$ cat src/common/host_bus_pkg.sv
// shared types and constants of the host bus request and interrupt block
// assumes a single system clock that is also the host bus clock
package host_bus_pkg;

  // ---------------------------------------------------------------
  // pin group widths and field positions
  // ---------------------------------------------------------------
  localparam int PIN_W = 7;
  localparam int VECTOR_W = 16;
  localparam int BYTE_W = 8;
  localparam int SYNC_DEPTH = 3;

  // inputs coming from the host side, sampled as one group
  typedef struct packed {
    logic holdAckIn;   // first style: high = hold acknowledged
    logic busGrantN;   // second style: low = bus granted
    logic busReleaseN; // low = higher-priority master wants the bus
    logic busBusyN;    // low = bus busy, no takeover
    logic irqAckN;     // low = host acknowledges the interrupt
    logic modeSelect;  // high = first style, low = second style
    logic widthSelect; // first style only: high = 8-bit data path
  } host_pins_t;

  // ---------------------------------------------------------------
  // reset values
  // ---------------------------------------------------------------
  // idle pin levels: pulled-up lines read high, hold acknowledge and width select read low
  localparam host_pins_t PINS_RST = '{
    holdAckIn: 1'b0, busGrantN: 1'b1, busReleaseN: 1'b1, busBusyN: 1'b1,
    irqAckN: 1'b1, modeSelect: 1'b1, widthSelect: 1'b0};
  localparam logic [VECTOR_W-1:0] VECTOR_RST = 16'h0000;
  localparam logic OWNED_IND_RST = 1'b1;

  // ---------------------------------------------------------------
  // arbitration states
  // ---------------------------------------------------------------
  typedef enum logic [1:0] {
    ARB_IDLE    = 2'h0, // no request on the bus
    ARB_REQUEST = 2'h1, // request out, waiting for grant and not busy
    ARB_OWN     = 2'h2, // bus owned, dma cycles may run
    ARB_BACKOFF = 2'h3  // request dropped, waiting for grant to go away
  } arb_state_t;

endpackage

$ cat src/rtl/pin_sync.sv
// three-stage synchroniser for a group of asynchronous pins
// assumes the pins may change at any time relative to sys_clk
`timescale 1ns/1ps
`default_nettype none
module pin_sync #(
  parameter int WIDTH = 1,
  parameter logic [WIDTH-1:0] RST_VAL = '0
) (
  input wire logic sys_clk,            // system clock
  input wire logic sys_rst,            // synchronous reset, active high
  input wire logic [WIDTH-1:0] pinIn,  // raw pin levels
  output logic [WIDTH-1:0] pinOut      // filtered, registered levels
);

  logic [WIDTH-1:0] stage1_r, stage2_r, stage3_r, out_r;
  logic [WIDTH-1:0] out_nxt;

  // an empty pin group has nothing to filter
  if (WIDTH < 1) begin : gen_bad_width
    $error("pin group width must be at least 1");
  end

  // ---------------------------------------------------------------
  // filter
  // ---------------------------------------------------------------
  // a bit changes only once stage 2 and stage 3 agree; stage 1 feeds stage 2 only
  always_comb begin
    out_nxt = (stage3_r & ~(stage2_r ^ stage3_r)) | (out_r & (stage2_r ^ stage3_r));
  end

  always_ff @(posedge sys_clk) begin
    if (sys_rst) begin
      stage1_r <= RST_VAL;
      stage2_r <= RST_VAL;
      stage3_r <= RST_VAL;
      out_r <= RST_VAL;
    end else begin
      stage1_r <= pinIn;
      stage2_r <= stage1_r;
      stage3_r <= stage2_r;
      out_r <= out_nxt;
    end
  end

  assign pinOut = out_r;

endmodule
`default_nettype wire

$ cat src/rtl/host_bus_request_and_interrupt.sv
// bus request, ownership and interrupt handshake toward the host system bus
// assumes sys_clk is the host bus clock and that the dma engine and
// interrupt source sit on the same clock
`timescale 1ns/1ps
`default_nettype none
module host_bus_request_and_interrupt #(
  parameter int VEC_W = host_bus_pkg::VECTOR_W
) (
  input wire logic sys_clk,                 // system and host bus clock
  input wire logic sys_rst,                 // synchronous reset, active high
  input wire logic holdAckIn,               // pin: hold acknowledge, first style
  input wire logic busGrantN,               // pin: bus grant, second style, active low
  input wire logic busReleaseN,             // pin: release request, active low
  input wire logic busBusyN,                // pin: bus busy, active low
  input wire logic irqAckN,                 // pin: interrupt acknowledge, active low
  input wire logic modeSelect,              // pin: high first style, low second
  input wire logic widthSelect,             // pin: high 8-bit path in first style
  input wire logic dmaReq,                  // dma engine has a transfer pending
  input wire logic dmaCycleEnd,             // pulse: current dma bus cycle ends
  input wire logic irqReq,                  // level: interrupt pending
  input wire logic [VEC_W-1:0] irqVector,   // vector to present on acknowledge
  output logic holdRequestOut,              // pin: hold request, active high
  output logic busRequestN,                 // pin: bus request, active low
  output logic irqOutHigh,                  // pin: interrupt, first style
  output logic irqOutLow,                   // pin: interrupt, second style
  output logic busOwnedInd,                 // pin: low while the bus is owned
  output logic [VEC_W-1:0] vectorOut,       // data pins: vector value
  output logic vectorOeN,                   // data pins: low while driving
  output logic dmaGo,                       // dma engine may run bus cycles
  output logic styleFirst,                  // latched bus style, high first
  output logic wide16                       // data path is 16 bits wide
);

  // ---------------------------------------------------------------
  // elaboration checks
  // ---------------------------------------------------------------
  if (VEC_W != 16 && VEC_W != 8) begin : gen_bad_width
    $error("vector width must be 8 or 16");
  end

  // ---------------------------------------------------------------
  // pin synchronisation
  // ---------------------------------------------------------------
  host_bus_pkg::host_pins_t pinsRaw, pins;

  assign pinsRaw = '{holdAckIn: holdAckIn, busGrantN: busGrantN,
                     busReleaseN: busReleaseN, busBusyN: busBusyN, irqAckN: irqAckN,
                     modeSelect: modeSelect, widthSelect: widthSelect};

  pin_sync #(
    .WIDTH(host_bus_pkg::PIN_W),
    .RST_VAL(host_bus_pkg::PINS_RST)
  ) u_pin_sync (
    .sys_clk(sys_clk),
    .sys_rst(sys_rst),
    .pinIn(pinsRaw),
    .pinOut(pins)
  );

  // ---------------------------------------------------------------
  // style decode
  // ---------------------------------------------------------------
  // grant seen in the latched style: both polarities handled here only
  function automatic logic granted(input logic first, input host_bus_pkg::host_pins_t p);
    granted = first ? p.holdAckIn : ~p.busGrantN;
  endfunction

  host_bus_pkg::arb_state_t state_r, state_nxt;
  logic style_r, style_nxt;
  logic wide_r, wide_nxt;

  // style and width only move while idle, so a change never cuts a bus tenure
  always_comb begin
    style_nxt = style_r;
    wide_nxt = wide_r;
    if (state_r == host_bus_pkg::ARB_IDLE) begin
      style_nxt = pins.modeSelect;
      wide_nxt = pins.modeSelect ? ~pins.widthSelect : 1'b1;
    end
  end

  always_ff @(posedge sys_clk) begin
    if (sys_rst) begin
      style_r <= 1'b1;
      wide_r <= 1'b1;
    end else begin
      style_r <= style_nxt;
      wide_r <= wide_nxt;
    end
  end

  // ---------------------------------------------------------------
  // arbitration
  // ---------------------------------------------------------------
  logic grantNow;
  logic releaseAsked;

  assign grantNow = granted(style_r, pins);
  // release is only meaningful while dma runs
  assign releaseAsked = ~pins.busReleaseN;

  always_comb begin
    state_nxt = state_r;
    unique case (state_r)
      host_bus_pkg::ARB_IDLE: begin
        if (dmaReq) begin
          state_nxt = host_bus_pkg::ARB_REQUEST;
        end
      end
      host_bus_pkg::ARB_REQUEST: begin
        if (!dmaReq) begin
          state_nxt = host_bus_pkg::ARB_IDLE;
        end else if (grantNow && pins.busBusyN) begin
          state_nxt = host_bus_pkg::ARB_OWN;
        end
      end
      host_bus_pkg::ARB_OWN: begin
        // a cycle in flight always completes before the bus is given up
        if (dmaCycleEnd && (releaseAsked || !dmaReq)) begin
          state_nxt = host_bus_pkg::ARB_BACKOFF;
        end
      end
      host_bus_pkg::ARB_BACKOFF: begin
        // wait for the arbiter to take its grant back before asking again
        if (!grantNow) begin
          state_nxt = dmaReq ? host_bus_pkg::ARB_REQUEST : host_bus_pkg::ARB_IDLE;
        end
      end
    endcase
  end

  always_ff @(posedge sys_clk) begin
    if (sys_rst) begin
      state_r <= host_bus_pkg::ARB_IDLE;
    end else begin
      state_r <= state_nxt;
    end
  end

  // ---------------------------------------------------------------
  // request and ownership outputs
  // ---------------------------------------------------------------
  logic holdReq_r, holdReq_nxt;
  logic busReqN_r, busReqN_nxt;
  logic owned_r, owned_nxt;
  logic go_r, go_nxt;
  logic asking;

  // the request stays up through ownership; it drops in backoff
  assign asking = (state_nxt == host_bus_pkg::ARB_REQUEST) || (state_nxt == host_bus_pkg::ARB_OWN);

  always_comb begin
    holdReq_nxt = style_nxt & asking;
    busReqN_nxt = ~(~style_nxt & asking);
    owned_nxt = ~(state_nxt == host_bus_pkg::ARB_OWN);
    go_nxt = (state_nxt == host_bus_pkg::ARB_OWN) && !(dmaCycleEnd && state_r == host_bus_pkg::ARB_OWN
             && (releaseAsked || !dmaReq));
  end

  always_ff @(posedge sys_clk) begin
    if (sys_rst) begin
      holdReq_r <= 1'b0;
      busReqN_r <= 1'b1;
      owned_r <= host_bus_pkg::OWNED_IND_RST;
      go_r <= 1'b0;
    end else begin
      holdReq_r <= holdReq_nxt;
      busReqN_r <= busReqN_nxt;
      owned_r <= owned_nxt;
      go_r <= go_nxt;
    end
  end

  // ---------------------------------------------------------------
  // interrupt request and vector
  // ---------------------------------------------------------------
  logic irqHi_r, irqHi_nxt;
  logic irqLo_r, irqLo_nxt;
  logic [VEC_W-1:0] vec_r, vec_nxt;
  logic vecOeN_r, vecOeN_nxt;

  // the vector pins are shared with the dma data path, so they are
  // only driven while the bus is not owned for dma
  always_comb begin
    // same style as the request pins, so both pin pairs switch on one edge
    irqHi_nxt = style_nxt & irqReq;
    irqLo_nxt = ~(~style_nxt & irqReq);
    // next ownership, so the vector is never out on the edge the bus is taken
    vecOeN_nxt = ~(~pins.irqAckN && owned_nxt);
    vec_nxt = vec_r;
    if (~pins.irqAckN) begin
      vec_nxt = irqVector;
      if (!wide_r) begin
        vec_nxt = '0;
        vec_nxt[host_bus_pkg::BYTE_W-1:0] = irqVector[host_bus_pkg::BYTE_W-1:0];
      end
    end
  end

  always_ff @(posedge sys_clk) begin
    if (sys_rst) begin
      irqHi_r <= 1'b0;
      irqLo_r <= 1'b1;
      vec_r <= host_bus_pkg::VECTOR_RST[VEC_W-1:0];
      vecOeN_r <= 1'b1;
    end else begin
      irqHi_r <= irqHi_nxt;
      irqLo_r <= irqLo_nxt;
      vec_r <= vec_nxt;
      vecOeN_r <= vecOeN_nxt;
    end
  end

  // ---------------------------------------------------------------
  // outputs, all straight from flip-flops
  // ---------------------------------------------------------------
  assign holdRequestOut = holdReq_r;
  assign busRequestN = busReqN_r;
  assign busOwnedInd = owned_r;
  assign dmaGo = go_r;
  assign irqOutHigh = irqHi_r;
  assign irqOutLow = irqLo_r;
  assign vectorOut = vec_r;
  assign vectorOeN = vecOeN_r;
  assign styleFirst = style_r;
  assign wide16 = wide_r;

endmodule
`default_nettype wire

$ cat config.mk
export PLATFORM = sky130hd
export DESIGN_NAME = host_bus_request_and_interrupt
export DESIGN_NICKNAME = d
export VERILOG_FILES = /design/src/common/host_bus_pkg.sv /design/src/rtl/pin_sync.sv /design/src/rtl/host_bus_request_and_interrupt.sv
export SDC_FILE = /design/constraint.sdc
export NUM_CORES = 1
export LEC_CHECK = 0
export ABC_AREA = 1
export BUFFER_PORTS_ARGS = -buffer_cell sky130_fd_sc_hd__buf_2
export CAP_MARGIN = 30
export CORE_ASPECT_RATIO = 0.75
export CORE_MARGIN = 1
export CORE_UTILIZATION = 50
export CTS_CLUSTER_SIZE = 12
export DETAILED_ROUTE_END_ITERATION = 7
export PLACE_DENSITY = 0.77
export SLEW_MARGIN = 40
export SYNTH_ARGS = -nofsm -noshare
export SYNTH_HDL_FRONTEND = slang
export SYNTH_HIERARCHICAL = 1
export SYNTH_SLANG_ARGS = --single-unit
export TNS_END_PERCENT = 5
$ cat constraint.sdc
create_clock -name sys_clk -period 1.9 [get_ports sys_clk]
set_input_delay 0.57 -clock sys_clk [delete_from_list [all_inputs] [get_ports sys_clk]]
set_output_delay 0.57 -clock sys_clk [all_outputs]
set_load 0.02 [all_outputs]
### Word level (Yosys, flattened, before mapping)

Cells that the tools add are included.
W data, S select, Z words.

* multiplexer cells: 11
* bitwise logic cells: 18
* equal/unequal tests: 5
* reductions and logical operators: 11

Operator list (count)
* $mux W16: 1
* $and A7 B7 Y7: 2
* $mux W2: 5
* $not A1 Y1: 9
* $pmux W2 S4: 1
* $not A7 Y7: 1
* $or A7 B7 Y7: 1
* $xor A7 B7 Y7: 1
* $eq A2 B2 Y1 const B: 3
* $logic_and A1 B1 Y1: 6
* $and A1 B1 Y1: 4
* $eq A2 B1 Y1 const B: 2
* $mux W1: 4
* $logic_not A1 Y1: 2
* $logic_not A2 Y1: 1
* $logic_or A1 B1 Y1: 2

* output and inout port bits: 25
* word-level logic and storage cells: 60
* input port bits: 28
* register bits: 55

### Logic depth before layout (Yosys ltp)

* depth in word-level cells: 10
* depth in mapped cells: 9
* mapped depth without buffers: 9

### Cells and area by module

Netlist, hierarchy kept.

Modules (own cells, without submodules)
* host_bus_request_and_interrupt: seq. area each 540.5 µm², cells an instance 126, instances 1, area an instance 1003.5 µm²
* pin_sync: seq. area each 560.5 µm², cells an instance 105, instances 1, area an instance 902.1 µm²

### Least setup slack after synthesis

Ideal clock, no wire load.

* path type: register to register
* from: register style_r, in the netlist styleFirst
* to: register busReqN_r, in the netlist busRequestN
* setup time: 120 ps
* path buffers: 0
* period minus slack after synthesis: 1602 ps
* required time: 1780 ps
* cell stages (with the launch flop): 7
* arrival: 1482 ps
* path slack: 298 ps
* cells stage by stage: dfxtp_1 nand2_1 and2_1 o21ai_0 nand2_1 ha_1 or2_1

* word-level cells in the longest chain between the ends: 9
* elaborated cells between the ends (all ways): 13
* those cells by class: eq/ne: 2; mux: 6; bitwise: 3; reduce/logical: 2

RTL lines
* start, declared: line host_bus_request_and_interrupt.sv:69 `logic style_r, style_nxt;`
* start signal, assigned: line host_bus_request_and_interrupt.sv:87 `style_r <= style_nxt;`
* $mux W1 (*): line host_bus_request_and_interrupt.sv:65 `granted = first ? p.holdAckIn : ~p.busGrantN;`
* $logic_and A1 B1 Y1: line host_bus_request_and_interrupt.sv:113 `end else if (grantNow && pins.busBusyN) begin`
* $mux W2: line host_bus_request_and_interrupt.sv:113
* $mux W2: line host_bus_request_and_interrupt.sv:111 `if (!dmaReq) begin`
* $pmux W2 S4 (*): line host_bus_request_and_interrupt.sv:104 `unique case (state_r)`
* named net state_nxt[1]: line host_bus_request_and_interrupt.sv:68 `host_bus_pkg::arb_state_t state_r, state_nxt;`
* $eq A2 B1 Y1 or $eq A2 B2 Y1 (tied branches): line host_bus_request_and_interrupt.sv:150 `assign asking = (state_nxt == host_bus_pkg::ARB_REQUEST) || (state_nxt == host_bus_pkg::ARB_OWN);`
* $logic_or A1 B1 Y1 (*): line host_bus_request_and_interrupt.sv:150
* $and A1 B1 Y1 (*): line host_bus_request_and_interrupt.sv:154 `busReqN_nxt = ~(~style_nxt & asking);`
* $not A1 Y1 (*): line host_bus_request_and_interrupt.sv:154
* end signal, assigned: line host_bus_request_and_interrupt.sv:168 `busReqN_r <= busReqN_nxt;`
* end, declared: line host_bus_request_and_interrupt.sv:144 `logic busReqN_r, busReqN_nxt;`

Mark *: on every way through the listed nets, which the timed path passes. The rest lies on a longest branch.
A chain may end at the register's enable or synchronous reset.

### Worst setup path after layout

* from: register state_r[1]
* to: register busReqN_r, in the netlist busRequestN

* word-level cells in the longest chain between the ends: 7
* elaborated cells between the ends (all ways): 17
* those cells by class: eq/ne: 5; mux: 7; bitwise: 3; reduce/logical: 2

RTL lines
* start, declared: line host_bus_request_and_interrupt.sv:68
* start signal, assigned: line host_bus_request_and_interrupt.sv:134 `state_r <= host_bus_pkg::ARB_IDLE;`
* start signal, assigned: line host_bus_request_and_interrupt.sv:136 `state_r <= state_nxt;`
* $mux W2: line host_bus_request_and_interrupt.sv:113
* $mux W2: line host_bus_request_and_interrupt.sv:111
* $pmux W2 S4: line host_bus_request_and_interrupt.sv:104
* $eq A2 B1 Y1 or $eq A2 B2 Y1 (tied branches): line host_bus_request_and_interrupt.sv:150
* $logic_or A1 B1 Y1: line host_bus_request_and_interrupt.sv:150
* $and A1 B1 Y1 (*): line host_bus_request_and_interrupt.sv:154
* $not A1 Y1 (*): line host_bus_request_and_interrupt.sv:154

Every way passes the cells marked *; elsewhere a longest branch is shown, timed or not.

==> summary.txt <==
Run status
  – Status: finished, final reports clean

Drt
  – Post-DR vias/cell: 4.385
  – Met2 wire length: 1369 um
  – Post-Route WL: approximately 3100 um
  – Via Count: 1482
  – Met1 Wirelength: 1527 um
  – DR top layer: met4
  – Initial DRT Pass Iterations: 5
  – Antenna viol nets, final: 0
  – Post-route DRC violation count: 0
  – Met3 routed WL: 191 um
  – DRT iter0 DRCs: 53
  – Routed length per placed instance: about 9.3 um

Synth
  – Synth Cell Area: 1906 um2
  – Number of synthesized register bits: 55
  – Syn Area/Cell: 8.249 um2
  – Post-synthesis cell count: 231
  – Synth warn: 6
  – Mapped Nets: about 260
  – Synth unique cells: 21
  – Sequential area share after synthesis: 0.5778

Timing
  – Fin crit share: 0.8463
  – Peak Freq: 621.9 MHz
  – Fin crit period: 1.608 ns
  – Pins Over Slew Limit: 0
  – Measured slew at the worst slew-check pin: 0.3718 ns
  – Layout Skew: 0.005687 ns
  – WHS: 0.4080 ns
  – Slew headroom: 0.7518
  – Final Hold Viols: 0
  – RSZ-0062 raised after global routing: false
  – Setup violators final: 0
  – Setup TNS: 0 ns

Die
  – Die Y: 55.47 um
  – Chip width: 73.29 um
  – IO Count: 53
  – CORE AREA: 3661 um2
  – Initial Util: 0.5205
  – Die Area: around 4100 um2
  – FP Rows: 19

Pwr
  – Switching pwr: 434.6 uW
  – Combinational share of power: 0.058
  – Power after layout: 2.093 mW
  – Int Pwr: around 1.7 mW
  – Flop pwr share: 0.570
  – Pleak: 1.113 nW
  – Switch share: 0.2076
  – Power share of the clock group: 0.373
  – Peak supply drop: 0.4593 mV
  – Power Dens Cells: 905.7 nW/um2

Worst setup path
  – WP data arrival: 1.81 ns
  – CP Launch Type: flip-flop
  – Critical path class: flip-flop to flip-flop
  – CP Max Fanout: 6
  – Crit end category: flip-flop
  – Req. time, crit path: between 2 and 2.5 ns

Final layout
  – Layout cells sized above 1: 0.2378
  – Diode count: 0
  – Final nets: 315
  – Design area: 2311 um2
  – Area grow syn2layout: 21.27%

Clocking
  – H-tree Lvls: 2
  – CTS Buf Count: 5
  – CTS clk-pin slew, worst paths: 0.09 ns
  – Root Driver: clkbuf_8
  – Post_cts resized: 0
  – CTS sink cnt: 55
  – Hold buffers post-CTS: 0
  – Setup Buffers After CTS: 0
  – CTS Buffer Depth: 2
  – TritonCTS clock tree: yes
  – Clk_lat worst skew: roughly 0.3 ns

Job
  – Max-Cap Viols: 0

Placed design
  – I/O Buffers: 52
  – Post-Place Cell Area: around 2200 um2
  – Global placer's final weighted congestion: about 0.75
  – Placed wire-length estimate: 2286 um

Global routing
  – GRT overflow: 0
  – First-pass GRT wire length: 5271 um
  – Number of global-route vias before repair: 1268
  – Largest net degree at the start of global routing: 32
  – Initial antenna violation count: 0
  – Overall Global Routing Usage: 0.1727

Hold path
  – Worst Hold Class: flip-flop to flip-flop
==> stage by stage <==
stage                     setup WS [ns]    util  instances
after floorplan                  0.2980       -        231
after global placement           0.1517  0.5991        330
after detailed placement         0.1041  0.5991        330
after CTS                        0.2913  0.6312        338
after global routing             0.1551  0.6312        338
final                            0.2921  0.6312        338
==> cell usage after synthesis, drive strengths merged <==
library cell	n	area (um2)
a21oi	14	73.82
and2	2	12.51
buf	7	52.54
clkinv	1	3.750
dfxtp	55	1101
ha	2	25.02
inv	30	112.6
nand2	47	178.9
nand3	7	35.03
nor2	40	162.6
nor3	2	10.01
o21ai	12	60.06
or2	11	68.82
xnor2	1	8.760
==> final timing paths <==
path | from | to | slack (ns) | cells after the start
min reg2reg | u_pin_sync/stage1_r[1]$_SDFF_PP1_ | u_pin_sync/stage2_r[1]$_SDFF_PP1_ | 0.41 | 1
max reg2reg | state_r[1]$_SDFF_PP0_ | busRequestN$_SDFF_PP1_ | 0.29 | 6
max | state_r[1]$_SDFF_PP0_ | busRequestN$_SDFF_PP1_ | 0.29 | 6
min | u_pin_sync/stage1_r[1]$_SDFF_PP1_ | u_pin_sync/stage2_r[1]$_SDFF_PP1_ | 0.41 | 1
==> cell usage in the layout, fill, tap and decap left out, drive strengths merged <==
| master | netlist | final |
|---|---|---|
| dfxtp | 55 | 55 |
| inv | 30 | 30 |
| xnor2 | 1 | 1 |
| nand3 | 7 | 7 |
| and2 | 2 | 2 |
| bufinv | 0 | 1 |
| buf | 7 | 54 |
| a21oi | 14 | 14 |
| clkbuf | 0 | 6 |
| nor3 | 2 | 2 |
| nand2 | 47 | 47 |
| clkinv | 1 | 2 |
| or2 | 11 | 11 |
| o21ai | 12 | 12 |
| ha | 2 | 2 |
| nor2 | 40 | 40 |
==> logic make-up after synthesis <==
| family | Yosys count | share of synthesized area |
|---|---|---|
| and+or+nand+nor | 109 | 0.2456 |
| DFF | 55 | 0.5778 |
| buffers and inverters | 38 | 0.08863 |
| AOI/OAI and AO/OA | 26 | 0.07026 |
| adders and majority gates | 2 | 0.01313 |
| xor gates and xnor gates | 1 | 0.004597 |
==> power by group through the flow <==
| stage | registers [mW] | clock network [mW] | logic [mW] |
|---|---|---|---|
| floorplan | 1.23 | 0 | 0.0691 |
| global route | 1.20 | 0.846 | 0.138 |
| finish | 1.19 | 0.780 | 0.120 |
| detailed placement | 1.22 | 0 | 0.121 |
| global placement | 1.22 | 0 | 0.119 |
| CTS | 1.19 | 0.801 | 0.122 |
==> per-layer routing <==
layer	global-route usage	vias to the layer above
met2	0.2751	40
met3	0.05657	6
li1	-	808
met5	0	-
met4	0.09244	0
met1	0.2044	628
==> final cells by class <==
cell class                      count  area, um2
Fill cell                         347       1350
Tap cell                           52      65.06
Inverter                           31      116.4
Multi-Input combinational cell    138      635.6
Sequential cell                    55       1101
Timing Repair Buffer               54      275.3
Clock inverter                      2      35.03
Clock buffer                        6      82.58
==> critical path: stages (launching register included) <==
cell and delay [ns]:
dfxtp_1 0.49, nand3_1 0.11, nor2_1 0.14, a21oi_1 0.07, and2_1 0.16, ha_1 0.31
or2_1 0.22
Power figures use the tool's default switching activity.
